**config.mk**
```make
export PLATFORM = sky130hd
export DESIGN_NAME = dual_period_sensor_readout
export DESIGN_NICKNAME = d
export VERILOG_FILES = /design/src/sensor_pkg.sv /design/src/stream_if.sv /design/src/char_buffer.sv /design/src/dual_period_sensor_readout.sv
export SDC_FILE = /design/constraint.sdc
export NUM_CORES = 1
export LEC_CHECK = 0
export BUFFER_PORTS_ARGS = -buffer_cell sky130_fd_sc_hd__buf_2
export CORE_ASPECT_RATIO = 1.75
export CORE_MARGIN = 2
export CORE_UTILIZATION = 55
export DETAILED_ROUTE_END_ITERATION = 8
export PLACE_DENSITY = 0.69
export SLEW_MARGIN = 20
export SYNTH_ARGS = -nofsm -noshare
export SYNTH_HDL_FRONTEND = slang
export SYNTH_SLANG_ARGS = --single-unit
```
**constraint.sdc**
```tcl
create_clock -name clock_in -period 11.07 [get_ports clock_in]
set_input_delay 0.5535 -clock clock_in [delete_from_list [all_inputs] [get_ports clock_in]]
set_output_delay 0.5535 -clock clock_in [all_outputs]
set_load 0.02 [all_outputs]
```
**src/sensor_pkg.sv**
```systemverilog
package sensor_pkg;
   localparam int CLK_HZ        = 10_000_000;
   localparam int CLK_NS        = 100;
   localparam int STEP_NS       = 3_000_000;
   localparam int STEP_CYCLES   = STEP_NS / CLK_NS;
   localparam int TIMEBASE_KHZ  = 14_740;
   localparam int RES_W         = 14;
   localparam int RES_MIN       = 1;
   localparam int RES_MAX       = 15_000;
   localparam int GATE_W        = 30;
   localparam int CNT_W         = 32;
   localparam int BAUD_MIN      = 300;
   localparam int BAUD_MAX      = 19_200;
   localparam int DIV_W         = 16;
   localparam int BAUD_DIV_MIN  = CLK_HZ / BAUD_MAX;
   localparam int BAUD_DIV_MAX  = CLK_HZ / BAUD_MIN;
   localparam int DATA_BITS     = 8;
   localparam int ADDR_W        = 7;
   localparam int BUF_DEPTH     = 2;
   localparam logic [6:0] BCAST_ADDR = 7'h63;
   localparam logic [7:0] CH_STAR = 8'h2A;
   localparam logic [7:0] CH_CR   = 8'h0D;
   localparam logic [7:0] CH_LF   = 8'h0A;
   localparam logic [7:0] CH_ZERO = 8'h30;
   localparam logic [7:0] CH_NINE = 8'h39;
   localparam logic [7:0] CH_ONE  = 8'h31;
   localparam logic [7:0] CH_THREE = 8'h33;
   localparam logic [7:0] CH_P    = 8'h50;
   localparam logic [7:0] CH_Q    = 8'h51;
   localparam logic [4:0] REPLY_LAST_ONE  = 5'h0E;
   localparam logic [4:0] REPLY_LAST_BOTH = 5'h16;
   localparam logic [4:0] REPLY_HEX_A     = 5'h05;
   localparam logic [4:0] REPLY_HEX_B     = 5'h0D;
   localparam logic SEL_TEMP  = 1'b0;
   localparam logic SEL_PRESS = 1'b1;

   typedef enum logic [3:0] {
      PS_IDLE = 4'h0, PS_D1 = 4'h1, PS_D2 = 4'h3, PS_S1 = 4'h2, PS_S2 = 4'h6,
      PS_C1 = 4'h7, PS_C2 = 4'h5, PS_CR = 4'h4, PS_LF = 4'hC
   } parse_e;
   typedef enum logic [1:0] {M_IDLE = 2'h0, M_SEL = 2'h1, M_ARM = 2'h3, M_RUN = 2'h2} meas_e;
   typedef enum logic [1:0] {CMD_PPER = 2'h0, CMD_TPER = 2'h1, CMD_BOTH = 2'h2, CMD_NONE = 2'h3} cmd_e;

   function automatic int unsigned clamp_u(input int unsigned v, input int unsigned lo, input int unsigned hi);
      if (v < lo) return lo;
      if (v > hi) return hi;
      return v;
   endfunction : clamp_u

   function automatic logic is_digit(input logic [7:0] b);
      return (b >= CH_ZERO) && (b <= CH_NINE);
   endfunction : is_digit

   function automatic logic [7:0] hex_char(input logic [3:0] n);
      return (n < 4'hA) ? (8'h30 + {4'h0, n}) : (8'h37 + {4'h0, n});
   endfunction : hex_char
endpackage : sensor_pkg

```
**src/stream_if.sv**
```systemverilog
`timescale 1ns/10ps
interface stream_if #(parameter int W = 8) ();
   logic [W-1:0] data;
   logic         valid;
   logic         ready;
   modport src (output data, output valid, input ready);
   modport snk (input data, input valid, output ready);
endinterface : stream_if

```
**src/char_buffer.sv**
```systemverilog
`timescale 1ns/10ps
module char_buffer #(
   parameter int W     = 8,
   parameter int DEPTH = sensor_pkg::BUF_DEPTH
) (
   input  wire logic clock_in,
   input  wire logic srst_in,
   stream_if.snk     fill,
   stream_if.src     drain
);
   import sensor_pkg::*;
   localparam int PW = $clog2(DEPTH);
   logic [W-1:0] mem_reg [DEPTH];
   logic [W-1:0] mem_next [DEPTH];
   logic [PW-1:0] wr_reg, wr_next, rd_reg, rd_next;
   logic [PW:0]   cnt_reg, cnt_next;
   logic          push, pop;

   assign fill.ready  = (cnt_reg != (PW+1)'(DEPTH));
   assign drain.valid = (cnt_reg != '0);
   assign drain.data  = mem_reg[rd_reg];
   assign push        = fill.valid & fill.ready;
   assign pop         = drain.valid & drain.ready;

   always_comb begin
      mem_next = mem_reg;
      wr_next  = wr_reg;
      rd_next  = rd_reg;
      cnt_next = cnt_reg;
      if (push) begin
         mem_next[wr_reg] = fill.data;
         wr_next = (wr_reg == PW'(DEPTH-1)) ? '0 : wr_reg + PW'(1);
      end
      if (pop) begin
         rd_next = (rd_reg == PW'(DEPTH-1)) ? '0 : rd_reg + PW'(1);
      end
      if (push && !pop) cnt_next = cnt_reg + (PW+1)'(1);
      else if (pop && !push) cnt_next = cnt_reg - (PW+1)'(1);
   end

   always_ff @(posedge clock_in) begin
      mem_reg <= mem_next;
      if (srst_in) begin
         wr_reg  <= '0;
         rd_reg  <= '0;
         cnt_reg <= '0;
      end else begin
         wr_reg  <= wr_next;
         rd_reg  <= rd_next;
         cnt_reg <= cnt_next;
      end
   end
endmodule : char_buffer

```
**src/dual_period_sensor_readout.sv**
```systemverilog
// Summary of operation
// - two frequency inputs, pressure and internal temperature, feed the period measurement.
// - a sampling command first routes its required input to the counter, then measures.
// - the counter counts 14.74 MHz timebase ticks across the integration interval.
// - a command needing both signals measures temperature fully before pressure.
// - integration time is set in steps of about 3 ms, from 3 ms to 45 s.
// - the resolution setting offers 15000 steps.
// - the reply is built and sent only after the period measurement has finished.
// - the serial rate is programmable from 300 to 19200 baud, same rate at both ends.
// - characters carry 8 data bits, no parity and one stop bit.
// - result rate is bounded by integration time, up to 50/s normal and 135/s burst.
// - a command line is asterisk, two destination digits, two source digits, two-character code, CR, LF.
// - only commands for our own address or broadcast 99 are acted on.
// - a new command aborts the current one; unknown commands are discarded.
`timescale 1ns/10ps
module dual_period_sensor_readout #(
   parameter int STEP_CYC = sensor_pkg::STEP_CYCLES,
   parameter int CLK_FREQ = sensor_pkg::CLK_HZ
) (
   input  wire logic                          clock_in,
   input  wire logic                          srst_in,
   input  wire logic                          rx_in,
   input  wire logic                          temp_freq_in,
   input  wire logic                          press_freq_in,
   input  wire logic                          timebase_tick_in,
   input  wire logic [sensor_pkg::ADDR_W-1:0] own_addr_in,
   input  wire logic [sensor_pkg::RES_W-1:0]  resolution_in,
   input  wire logic [sensor_pkg::DIV_W-1:0]  baud_div_in,
   output logic                               tx_out,
   output logic                               busy_out
);
   import sensor_pkg::*;
   // bit-time limits follow the clock, so a slow-clock build keeps the same 300..19200 baud span
   localparam int DIV_LO = CLK_FREQ / BAUD_MAX;
   localparam int DIV_HI = CLK_FREQ / BAUD_MIN;

   stream_if #(.W(DATA_BITS)) fill_if ();
   stream_if #(.W(DATA_BITS)) drain_if ();

   logic [DIV_W-1:0]  div_eff;
   logic [RES_W-1:0]  res_eff;
   logic [GATE_W-1:0] gate_len;
   assign div_eff  = DIV_W'(clamp_u(32'(baud_div_in), DIV_LO, DIV_HI));
   assign res_eff  = RES_W'(clamp_u(32'(resolution_in), RES_MIN, RES_MAX));
   assign gate_len = GATE_W'(res_eff) * GATE_W'(STEP_CYC);

   // receiver: mid-bit sampling, frames with a bad stop bit are dropped
   logic             rx_busy_reg, rx_busy_next, rx_valid_reg, rx_valid_next;
   logic [DIV_W-1:0] rx_cnt_reg, rx_cnt_next;
   logic [3:0]       rx_bit_reg, rx_bit_next;
   logic [7:0]       rx_sh_reg, rx_sh_next;

   always_comb begin
      rx_busy_next  = rx_busy_reg;
      rx_cnt_next   = rx_cnt_reg;
      rx_bit_next   = rx_bit_reg;
      rx_sh_next    = rx_sh_reg;
      rx_valid_next = 1'b0;
      if (!rx_busy_reg) begin
         if (!rx_in) begin
            rx_busy_next = 1'b1;
            rx_cnt_next  = div_eff >> 1;
            rx_bit_next  = 4'h0;
         end
      end else if (rx_cnt_reg != '0) begin
         rx_cnt_next = rx_cnt_reg - DIV_W'(1);
      end else begin
         rx_cnt_next = div_eff - DIV_W'(1);
         rx_bit_next = rx_bit_reg + 4'h1;
         if (rx_bit_reg == 4'h0) begin
            if (rx_in) rx_busy_next = 1'b0;
         end else if (rx_bit_reg <= 4'h8) begin
            rx_sh_next = {rx_in, rx_sh_reg[7:1]};
         end else begin
            rx_busy_next  = 1'b0;
            rx_valid_next = rx_in;
         end
      end
   end

   always_ff @(posedge clock_in) begin
      if (srst_in) begin
         rx_busy_reg  <= 1'b0;
         rx_cnt_reg   <= '0;
         rx_bit_reg   <= 4'h0;
         rx_sh_reg    <= 8'h00;
         rx_valid_reg <= 1'b0;
      end else begin
         rx_busy_reg  <= rx_busy_next;
         rx_cnt_reg   <= rx_cnt_next;
         rx_bit_reg   <= rx_bit_next;
         rx_sh_reg    <= rx_sh_next;
         rx_valid_reg <= rx_valid_next;
      end
   end

   // command line parser; an asterisk anywhere restarts the line
   parse_e           ps_reg, ps_next;
   logic [ADDR_W-1:0] dest_reg, dest_next;
   logic [7:0]       c1_reg, c1_next, c2_reg, c2_next;
   logic             cmd_valid_reg, cmd_valid_next;
   cmd_e             cmd_reg, cmd_next, cmd_dec;
   logic [3:0]       dval;
   assign dval = rx_sh_reg[3:0];

   always_comb begin
      cmd_dec = CMD_NONE;
      if (c1_reg == CH_P && c2_reg == CH_ONE) cmd_dec = CMD_PPER;
      else if (c1_reg == CH_Q && c2_reg == CH_ONE) cmd_dec = CMD_TPER;
      else if (c1_reg == CH_P && c2_reg == CH_THREE) cmd_dec = CMD_BOTH;
   end

   always_comb begin
      ps_next        = ps_reg;
      dest_next      = dest_reg;
      c1_next        = c1_reg;
      c2_next        = c2_reg;
      cmd_next       = cmd_reg;
      cmd_valid_next = 1'b0;
      if (rx_valid_reg) begin
         if (rx_sh_reg == CH_STAR) begin
            ps_next = PS_D1;
         end else begin
            case (ps_reg)
               PS_D1: begin
                  dest_next = ADDR_W'(dval) * 7'h0A;
                  ps_next   = is_digit(rx_sh_reg) ? PS_D2 : PS_IDLE;
               end
               PS_D2: begin
                  dest_next = dest_reg + ADDR_W'(dval);
                  ps_next   = is_digit(rx_sh_reg) ? PS_S1 : PS_IDLE;
               end
               PS_S1: ps_next = is_digit(rx_sh_reg) ? PS_S2 : PS_IDLE;
               PS_S2: ps_next = is_digit(rx_sh_reg) ? PS_C1 : PS_IDLE;
               PS_C1: begin
                  c1_next = rx_sh_reg;
                  ps_next = PS_C2;
               end
               PS_C2: begin
                  c2_next = rx_sh_reg;
                  ps_next = PS_CR;
               end
               PS_CR: if (rx_sh_reg == CH_CR) ps_next = PS_LF;
               PS_LF: begin
                  ps_next = PS_IDLE;
                  if (rx_sh_reg == CH_LF && cmd_dec != CMD_NONE &&
                      (dest_reg == own_addr_in || dest_reg == BCAST_ADDR)) begin
                     cmd_valid_next = 1'b1;
                     cmd_next       = cmd_dec;
                  end
               end
               default: ps_next = PS_IDLE;
            endcase
         end
      end
   end

   always_ff @(posedge clock_in) begin
      if (srst_in) begin
         ps_reg        <= PS_IDLE;
         dest_reg      <= '0;
         c1_reg        <= 8'h00;
         c2_reg        <= 8'h00;
         cmd_reg       <= CMD_NONE;
         cmd_valid_reg <= 1'b0;
      end else begin
         ps_reg        <= ps_next;
         dest_reg      <= dest_next;
         c1_reg        <= c1_next;
         c2_reg        <= c2_next;
         cmd_reg       <= cmd_next;
         cmd_valid_reg <= cmd_valid_next;
      end
   end

   // period measurement over whole signal periods covering the gate
   meas_e             ms_reg, ms_next;
   logic              sel_reg, sel_next, both_reg, both_next, prev_reg, go_reg, go_next;
   logic [GATE_W-1:0] gate_reg, gate_next;
   logic [CNT_W-1:0]  tb_reg, tb_next, va_reg, va_next, vb_reg, vb_next;
   logic              sig, rise, busy_next;
   assign sig  = (sel_reg == SEL_PRESS) ? press_freq_in : temp_freq_in;
   assign rise = sig & ~prev_reg;

   always_comb begin
      ms_next   = ms_reg;
      sel_next  = sel_reg;
      both_next = both_reg;
      gate_next = gate_reg;
      tb_next   = tb_reg;
      va_next   = va_reg;
      vb_next   = vb_reg;
      go_next   = 1'b0;
      if (cmd_valid_reg) begin
         both_next = (cmd_reg == CMD_BOTH);
         sel_next  = (cmd_reg == CMD_PPER) ? SEL_PRESS : SEL_TEMP;
         ms_next   = M_SEL;
      end else begin
         case (ms_reg)
            M_IDLE: ms_next = M_IDLE;
            M_SEL:  ms_next = M_ARM;
            M_ARM: if (rise) begin
               // the edge cycle opens the window, so whole periods are counted edge to edge
               ms_next   = M_RUN;
               gate_next = GATE_W'(1);
               tb_next   = CNT_W'(timebase_tick_in);
            end
            M_RUN: begin
               if (gate_reg < gate_len) gate_next = gate_reg + GATE_W'(1);
               if (timebase_tick_in) tb_next = tb_reg + CNT_W'(1);
               if (rise && gate_reg >= gate_len) begin
                  if (both_reg && sel_reg == SEL_TEMP) begin
                     va_next  = tb_reg;
                     sel_next = SEL_PRESS;
                     ms_next  = M_SEL;
                  end else begin
                     vb_next = tb_reg;
                     go_next = 1'b1;
                     ms_next = M_IDLE;
                  end
               end
            end
            default: ms_next = M_IDLE;
         endcase
      end
   end

   always_ff @(posedge clock_in) begin
      if (srst_in) begin
         ms_reg   <= M_IDLE;
         sel_reg  <= SEL_TEMP;
         both_reg <= 1'b0;
         prev_reg <= 1'b0;
         gate_reg <= '0;
         tb_reg   <= '0;
         va_reg   <= '0;
         vb_reg   <= '0;
         go_reg   <= 1'b0;
         busy_out <= 1'b0;
      end else begin
         ms_reg   <= ms_next;
         sel_reg  <= sel_next;
         both_reg <= both_next;
         prev_reg <= sig;
         gate_reg <= gate_next;
         tb_reg   <= tb_next;
         va_reg   <= va_next;
         vb_reg   <= vb_next;
         go_reg   <= go_next;
         busy_out <= busy_next;
      end
   end

   // reply "*00" + own address + 8 or 16 hex digits + CR LF
   logic       rp_act_reg, rp_act_next, rp_both_reg, rp_both_next;
   logic [4:0] rp_idx_reg, rp_idx_next, rp_last, k5;
   logic [CNT_W-1:0] word;
   logic [6:0] tens;
   always_comb begin
      rp_last = rp_both_reg ? REPLY_LAST_BOTH : REPLY_LAST_ONE;
      tens    = own_addr_in / 7'h0A;
      word    = (rp_both_reg && rp_idx_reg < REPLY_HEX_B) ? va_reg : vb_reg;
      k5      = (rp_idx_reg < REPLY_HEX_B) ? rp_idx_reg - REPLY_HEX_A : rp_idx_reg - REPLY_HEX_B;
      case (rp_idx_reg)
         5'h00:   fill_if.data = CH_STAR;
         5'h01:   fill_if.data = CH_ZERO;
         5'h02:   fill_if.data = CH_ZERO;
         5'h03:   fill_if.data = CH_ZERO + {1'b0, tens};
         5'h04:   fill_if.data = CH_ZERO + {1'b0, own_addr_in - 7'(tens * 7'h0A)};
         default: fill_if.data = hex_char(4'(word >> (5'h1C - {k5[2:0], 2'b00})));
      endcase
      if (rp_idx_reg == rp_last - 5'h1) fill_if.data = CH_CR;
      if (rp_idx_reg == rp_last) fill_if.data = CH_LF;
      fill_if.valid = rp_act_reg;
      rp_act_next   = rp_act_reg;
      rp_both_next  = rp_both_reg;
      rp_idx_next   = rp_idx_reg;
      if (cmd_valid_reg) begin
         rp_act_next = 1'b0;
      end else if (go_reg) begin
         rp_act_next  = 1'b1;
         rp_both_next = both_reg;
         rp_idx_next  = 5'h00;
      end else if (rp_act_reg && fill_if.ready) begin
         rp_idx_next = rp_idx_reg + 5'h1;
         if (rp_idx_reg == rp_last) rp_act_next = 1'b0;
      end
      busy_next = (ms_next != M_IDLE) | rp_act_next;
   end

   always_ff @(posedge clock_in) begin
      if (srst_in) begin
         rp_act_reg  <= 1'b0;
         rp_both_reg <= 1'b0;
         rp_idx_reg  <= 5'h00;
      end else begin
         rp_act_reg  <= rp_act_next;
         rp_both_reg <= rp_both_next;
         rp_idx_reg  <= rp_idx_next;
      end
   end

   char_buffer #(.W(DATA_BITS), .DEPTH(BUF_DEPTH)) u_buf (
      .clock_in (clock_in),
      .srst_in  (srst_in),
      .fill     (fill_if.snk),
      .drain    (drain_if.src)
   );

   // transmitter: data line only, no handshake pins
   logic             tx_act_reg, tx_act_next, tx_next;
   logic [DIV_W-1:0] tx_cnt_reg, tx_cnt_next;
   logic [3:0]       tx_bit_reg, tx_bit_next;
   logic [8:0]       tx_sh_reg, tx_sh_next;
   assign drain_if.ready = ~tx_act_reg;

   always_comb begin
      tx_act_next = tx_act_reg;
      tx_cnt_next = tx_cnt_reg;
      tx_bit_next = tx_bit_reg;
      tx_sh_next  = tx_sh_reg;
      tx_next     = tx_out;
      if (!tx_act_reg) begin
         tx_next = 1'b1;
         if (drain_if.valid) begin
            tx_act_next = 1'b1;
            tx_next     = 1'b0;
            tx_sh_next  = {1'b1, drain_if.data};
            tx_cnt_next = div_eff - DIV_W'(1);
            tx_bit_next = 4'h0;
         end
      end else if (tx_cnt_reg != '0) begin
         tx_cnt_next = tx_cnt_reg - DIV_W'(1);
      end else if (tx_bit_reg == 4'h9) begin
         tx_act_next = 1'b0;
      end else begin
         tx_next     = tx_sh_reg[0];
         tx_sh_next  = {1'b1, tx_sh_reg[8:1]};
         tx_bit_next = tx_bit_reg + 4'h1;
         tx_cnt_next = div_eff - DIV_W'(1);
      end
   end

   always_ff @(posedge clock_in) begin
      if (srst_in) begin
         tx_act_reg <= 1'b0;
         tx_cnt_reg <= '0;
         tx_bit_reg <= 4'h0;
         tx_sh_reg  <= 9'h1FF;
         tx_out     <= 1'b1;
      end else begin
         tx_act_reg <= tx_act_next;
         tx_cnt_reg <= tx_cnt_next;
         tx_bit_reg <= tx_bit_next;
         tx_sh_reg  <= tx_sh_next;
         tx_out     <= tx_next;
      end
   end
endmodule : dual_period_sensor_readout

```
==> run summary, run 1 <==
Status -> finished clean
Count of different cell masters after synthesis -> 92
Dominant cells by area after synthesis -> dfxtp_1, ha_1, nor2_1, fa_1, mux2i_1
Syn_area_per_cell -> 8.680 um2
Total gr overflow -> 0
Setup Viol. Count Final -> 0
Synth Instances -> 1939
Layout cell share with drive strength beyond 1 -> 7.795%
Synth Flop Type -> dfxtp_1
Area of the mapped netlist -> 16830 um2
Sw Ratio -> 37.86%
CP endpoint kind -> register
Setup_tns -> 0 ns
Tmin final -> 9.439 ns
NetSw -> 1.316 mW
Vias post-DR -> 14040
Largest net degree at the start of global routing -> 100
DIE AREA -> 32070 um2
Total CTS buffers -> 24
Type of the worst setup path -> in2reg
ANT nets after route -> 0
Most frequent cell on the critical path -> fa_1
Synthesized flop and latch total -> 250
Core area -> 30060 um2
Cell taking the most area after synthesis -> dfxtp_1
Fmax achieved -> 0.1059 GHz
RSZ-0062 raised after global routing -> false
Req. time, crit path -> 11.53 ns
RR Startpoint -> tx_cnt_reg[8]
Multi-input gate area -> 10910 um2
Crit start category -> primary input
Die height -> 235.4 um
Global-route wire length before repair -> 67130 um
Combinational fraction of design power -> 44.4%
Pre-CTS setup slack -> 1.030 ns
Reg2reg setup slack -> 7.55 ns
H-Tree Depth -> 1
Yosys warns -> 0
Worst skew pair latency -> 0.53 ns
Clock skew -> 0.01094 ns
Setup crit start -> resolution_in[1]
Final worst slack -> 1.631 ns
Worst min-delay path category -> in2reg
CP max stage delay -> 0.69 ns
Actual slew at the worst max-slew pin -> 1.048 ns
CTS resizes -> 0
Clock network power share -> 26.3%
Routed len/inst -> 17.29 um
Fin. Hold Viols -> 0
Headroom to the max-slew limit -> 30.13%
Number of flops mapped to enable cells by yosys -> 16
Post-CTS Repair Setup Buffers -> 0
CP Max Fanout -> 16
Cell Pwr Density -> 191.5 nW/um2
# diodes -> 0
Critical hold path startpoint -> timebase_tick_in
Top-Level Pins -> 45
Final Wtd Congestion -> 0.9526
Detail-routed via count per cell -> 6.009
CTS root buf -> clkbuf_16
P_int -> 2.160 mW
Detailed Route Iter0 Violations -> 665
Worst EP arrival -> 9.90 ns
Hpwl dp -> 30890 um
Iteration count of the initial detailed-routing pass -> 7
Commonest non-fill, non-tap cell in the layout -> nor2_1
PortBufs -> 44
CTS tree -> built
Most frequent cells in the layout -> nor2_1, dfxtp_1, nand2_1
Final #Nets -> 2160
Sink Count -> 250
CP max stage cell -> o2111ai_1
Synth-to-layout area growth -> 7.873%
Tcrit/Tclk final -> 85.26%
Vias in the first global route -> 14070
CTS clk-pin slew, worst paths -> 0.07 ns
Fillcell total -> 2696
Initial antenna violation count -> 0
Initial Util -> 55.99%
Peak VDD IR -> 0.2114 mV
Max-cap violations -> 0
Post-CTS Hold Buffers -> 0
Max clock buf depth -> 3
Static Leak -> 7.346 nW
Seq/Total Area, Yosys -> 30.69%
Synth top area share -> 27.83%
Global-route usage over all layers -> 25.46%
Sequential share of power -> 29.3%
DIE WIDTH -> 136.2 um
Residual DRC -> 0
FP Rows -> 84
Net Count, Synth -> 2167
Register area -> 5165 um2
Max-slew violations -> 0
Final Routed Wirelength -> 40410 um
Share of synthesized registers carrying an async set or reset -> 0%
-- cells by family after synthesis --
| family | Yosys count | synth area share [%] |
|---|---|---|
| simple gates | 731 | 21.31 |
| compound gates | 365 | 13.84 |
| flops | 250 | 30.69 |
| buf+inv | 192 | 4.654 |
| fa+ha+maj | 185 | 16.12 |
| mux | 117 | 8.237 |
| xor+xnor | 99 | 5.152 |
-- power by group through the flow --
stage / combinational (mW) / clock [mW] / sequential, mW
2_1_floorplan: 1.25 / 0 / 1.01
3_3_place_gp: 1.50 / 0 / 1.04
3_5_place_dp: 1.54 / 0 / 1.04
4_1_cts: 1.55 / 0.933 / 1.02
5_1_grt: 1.75 / 0.966 / 1.03
6_report: 1.54 / 0.916 / 1.02
-- synth_stat cells, types with 20 or more instances --
library cell,number
xnor2_1,45
inv_1,108
nand4_1,33
dfxtp_1,234
clkbuf_1,56
nand2_1,148
nor2_1,286
or3_1,26
fa_1,53
xor2_1,54
nand3_1,41
nor3_1,41
and3_1,20
a21oi_1,123
mux2i_1,98
ha_1,132
o21ai_0,78
-- layout make-up --
cell class | count | share of cell area [%]
flip-flops and latches | 250 | 28.45
clock buffers | 31 | 3.963
inverters | 109 | 2.253
clock inverters | 13 | 0.9648
repair buffers | 50 | 1.613
multi-input cells | 1497 | 60.09
well taps | 387 | 2.667
-- worst max-delay path, delay by kind of cell --
| family | cells | cell delay, ns |
|---|---|---|
| buffers and inverters | 4 | 0.44 |
| adders and majority gates | 7 | 2.89 |
| AOI/OAI and AO/OA | 14 | 3.65 |
| xor gates and xnor gates | 1 | 0.16 |
| and+or+nand+nor | 7 | 2.20 |
-- through the flow --
stage | cells | hold WS [ns] | area [um2] | utilization (%) | total power, mW
6_report | 2337 | 0.3534 | 18160 | 60.40 | 3.476
5_1_grt | 2337 | 0.3631 | 18160 | 60.40 | 3.747
4_1_cts | 2336 | 0.3393 | 18130 | 60.32 | 3.499
3_5_place_dp | 2292 | 0.4511 | 17240 | 57.34 | 2.575
3_3_place_gp | 2292 | 0.4452 | 17230 | 57.32 | 2.538
2_1_floorplan | 1939 | 0.4353 | 16830 | - | 2.252
-- final timing paths --
path                                     end  depth (start not counted)
worst max-delay path            gate_reg[23]                         33
worst min-delay path               tb_reg[0]                          3
worst max register to register  tx_sh_reg[7]                          8
worst min register to register  tx_sh_reg[3]                          1
-- metal layers --
metal	track usage, %	vias to the layer above	part of all wire (%)
met5	0	-	0
met4	14.49	0	5.9
met3	2.821	129	3.0
met2	48.80	328	54
met1	25.81	6736	37
li1	-	6851	-
Power figures use the tool's default switching activity.
==> inputs of run 2 (changes only) <==
Settings changed: SYNTH_HIERARCHICAL set to 1.
==> run summary, run 2 <==
Top-Level Pins -> 45 (unchanged)
Critical path buffers and inverters -> 5 (was 4)
CP Max Fanout -> 33 (was 16)
CTS clk-pin slew, worst paths -> 0.06 ns (was 0.07 ns)
Total CTS buffers -> 25 (was 24)
Max-slew violations -> 0 (unchanged)
CTS resizes -> 0 (unchanged)
Critical hold path startpoint -> baud_div_in[1] (was timebase_tick_in)
Worst skew pair latency -> 0.53 ns (about the same)
CP top delay family -> compound AO/OA/AOI/OAI gates (unchanged)
Setup_tns -> 0 ns (unchanged)
Peak VDD IR -> 0.1447 mV (was 0.2114 mV)
Final Routed Wirelength -> 40030 um (was 40410 um)
Synth-to-layout area growth -> 7.308% (was 7.873%)
Routed len/inst -> 16.84 um (was 17.29 um)
Area of the mapped netlist -> 17050 um2 (was 16830 um2)
Share of synthesized registers carrying an async set or reset -> 0% (unchanged)
Most frequent cells in the layout -> dfxtp_1, nor2_1, nand2_1 (was nor2_1, dfxtp_1, nand2_1)
Clock skew -> 0.01759 ns (was 0.01094 ns)
Fmax achieved -> 0.1046 GHz (was 0.1059 GHz)
Post-synth top cells -> dfxtp_1, nor2_1, nand2_1 (was nor2_1, dfxtp_1, nand2_1)
Synth Flop Type -> dfxtp_1 (unchanged)
Fillcell total -> 2752 (was 2696)
Synth Instances -> 1980 (was 1939)
Status -> finished clean (unchanged)
Synthesized flop and latch total -> 250 (unchanged)
CTS root buf -> clkbuf_16 (unchanged)
Headroom to the max-slew limit -> 33.54% (was 30.13%)
Synth top area share -> 27.47% (was 27.83%)
Tmin final -> 9.561 ns (was 9.439 ns)
Syn_area_per_cell -> 8.612 um2 (was 8.680 um2)
Post-CTS Hold Buffers -> 0 (unchanged)
Sink Count -> 250 (unchanged)
Vias in the first global route -> 13910 (was 14070)
Max-cap violations -> 0 (unchanged)
Vias post-DR -> 14220 (was 14040)
Type of the worst setup path -> in2reg (unchanged)
Most frequent cell on the critical path -> fa_1 (unchanged)
Count of different cell masters after synthesis -> 86 (was 92)
Seq/Total Area, Yosys -> 30.29% (was 30.69%)
Detailed Route Iter0 Violations -> 810 (was 665)
CP endpoint kind -> register (unchanged)
Cell Pwr Density -> 181.5 nW/um2 (was 191.5 nW/um2)
Tcrit/Tclk final -> 86.37% (was 85.26%)
CP max stage delay -> 0.56 ns (was 0.69 ns)
Placed cell count -> 2335 (was 2292)
Largest net degree at the start of global routing -> 84 (was 100)
Iteration count of the initial detailed-routing pass -> 5 (was 7)
Dominant cells by area after synthesis -> dfxtp_1, ha_1, fa_1, mux2i_1, nor2_1 (was dfxtp_1, ha_1, nor2_1, fa_1, mux2i_1)
FP Rows -> 85 (was 84)
Global-route usage over all layers -> 24.86% (was 25.46%)
Post-CTS Repair Setup Buffers -> 0 (unchanged)
Core area -> 30630 um2 (was 30060 um2)
Die height -> 236.9 um (was 235.4 um)
Detail-routed via count per cell -> 5.981 (was 6.009)
RR Startpoint -> rp_idx_reg[2] (was tx_cnt_reg[8])
Max clock buf depth -> 3 (unchanged)
Final Non-Filler Cells -> 2377 (was 2337)
CP max stage cell -> fa_1 (was o2111ai_1)
Worst EP arrival -> 10.00 ns (was 9.90 ns)
Number of flops mapped to enable cells by yosys -> 16 (unchanged)
DIE AREA -> 32480 um2 (was 32070 um2)
Yosys warns -> 6 (was 0)
Initial Util -> 55.67% (was 55.99%)
Fin. Hold Viols -> 0 (unchanged)
Final Wtd Congestion -> 0.9361 (was 0.9526)
H-Tree Depth -> 1 (unchanged)
Static Leak -> 7.495 nW (was 7.346 nW)
Global-route wire length before repair -> 66680 um (was 67130 um)
Setup Viol. Count Final -> 0 (unchanged)
Actual slew at the worst max-slew pin -> 0.9969 ns (was 1.048 ns)
Final #Nets -> 2199 (was 2160)
Cell taking the most area after synthesis -> dfxtp_1 (unchanged)
Most frequent cell after synthesis -> dfxtp_1 (was nor2_1)
CTS tree -> built (unchanged)
PortBufs -> 44 (unchanged)
Req. time, crit path -> 11.51 ns (was 11.53 ns)
Hpwl dp -> 29920 um (was 30890 um)
Commonest non-fill, non-tap cell in the layout -> dfxtp_1 (was nor2_1)
Net Count, Synth -> 2208 (was 2167)
Worst min-delay path category -> in2reg (unchanged)
Residual DRC -> 0 (unchanged)
Setup crit start -> resolution_in[2] (was resolution_in[1])
# diodes -> 0 (unchanged)
Total gr overflow -> 0 (unchanged)
RSZ-0062 raised after global routing -> false (unchanged)
Initial antenna violation count -> 0 (unchanged)
Layout cell share with drive strength beyond 1 -> 7.905% (was 7.795%)
ANT nets after route -> 0 (unchanged)
DIE WIDTH -> 137.1 um (was 136.2 um)
Crit start category -> primary input (unchanged)
[run 2: worst register-to-register path, delay by kind of cell, from the launching register on]
kind | cells | cell delay, ns
simple gates | 1 | 0.47
mux | 2 | 0.77
flops | 1 | 0.59
compound gates | 5 | 1.82
[run 2: layout make-up]
type                    instances  area [um2]  area share (%)
well taps                     391       489.2           2.674
clock inverters                 9       105.1          0.5744
flip-flops and latches        250        5165           28.23
multi-input cells            1526       11130           60.82
inverters                     115       431.7           2.359
repair buffers                 53       302.8           1.655
clock buffers                  33       675.6           3.693
[run 2: final timing paths]
kind         slack [ns]                 to  cells after the start
min                0.38      rx_cnt_reg[0]                      3
max reg2reg        7.22  u_buf/mem_reg[13]                      8
max                1.51         vb_reg[23]                     36
min reg2reg        0.46          vb_reg[4]                      2
[run 2: power breakdown]
part | switching [mW] | internal [mW]
Clock | 0.355 | 0.476
Sequential | 0.0567 | 0.954
Combinational | 0.855 | 0.624
[run 2: per-stage QoR]
step / hold WS (ns) / util (%) / cell area (um2) / power [mW] / worst slack (ns)
finish: 0.3769 / 59.74 / 18300 / 3.321 / 1.509
global route: 0.4122 / 59.74 / 18300 / 3.610 / 0.7809
CTS: 0.3614 / 59.74 / 18300 / 3.339 / 1.565
detailed placement: 0.4534 / 57.19 / 17520 / 2.497 / 1.052
global placement: 0.4410 / 57.19 / 17520 / 2.453 / 1.347
floorplan: 0.4348 / - / 17050 / 2.190 / 2.324
[run 2: logic make-up after synthesis]
family	synth area share, %
muxes	8.651
adders and majority gates	15.91
DFF	30.29
and+or+nand+nor	21.25
buffers and inverters	4.601
AOI/OAI and AO/OA	14.88
xor gates and xnor gates	4.417
[run 2: per-layer routing]
layer / up-vias / part of all wire (%) / track usage (%)
li1: 7009 / - / -
met2: 292 / 52 / 45.06
met1: 6823 / 41 / 29.35
met5: - / 0 / 0
met4: 0 / 4.0 / 10.78
met3: 93 / 3.3 / 2.141
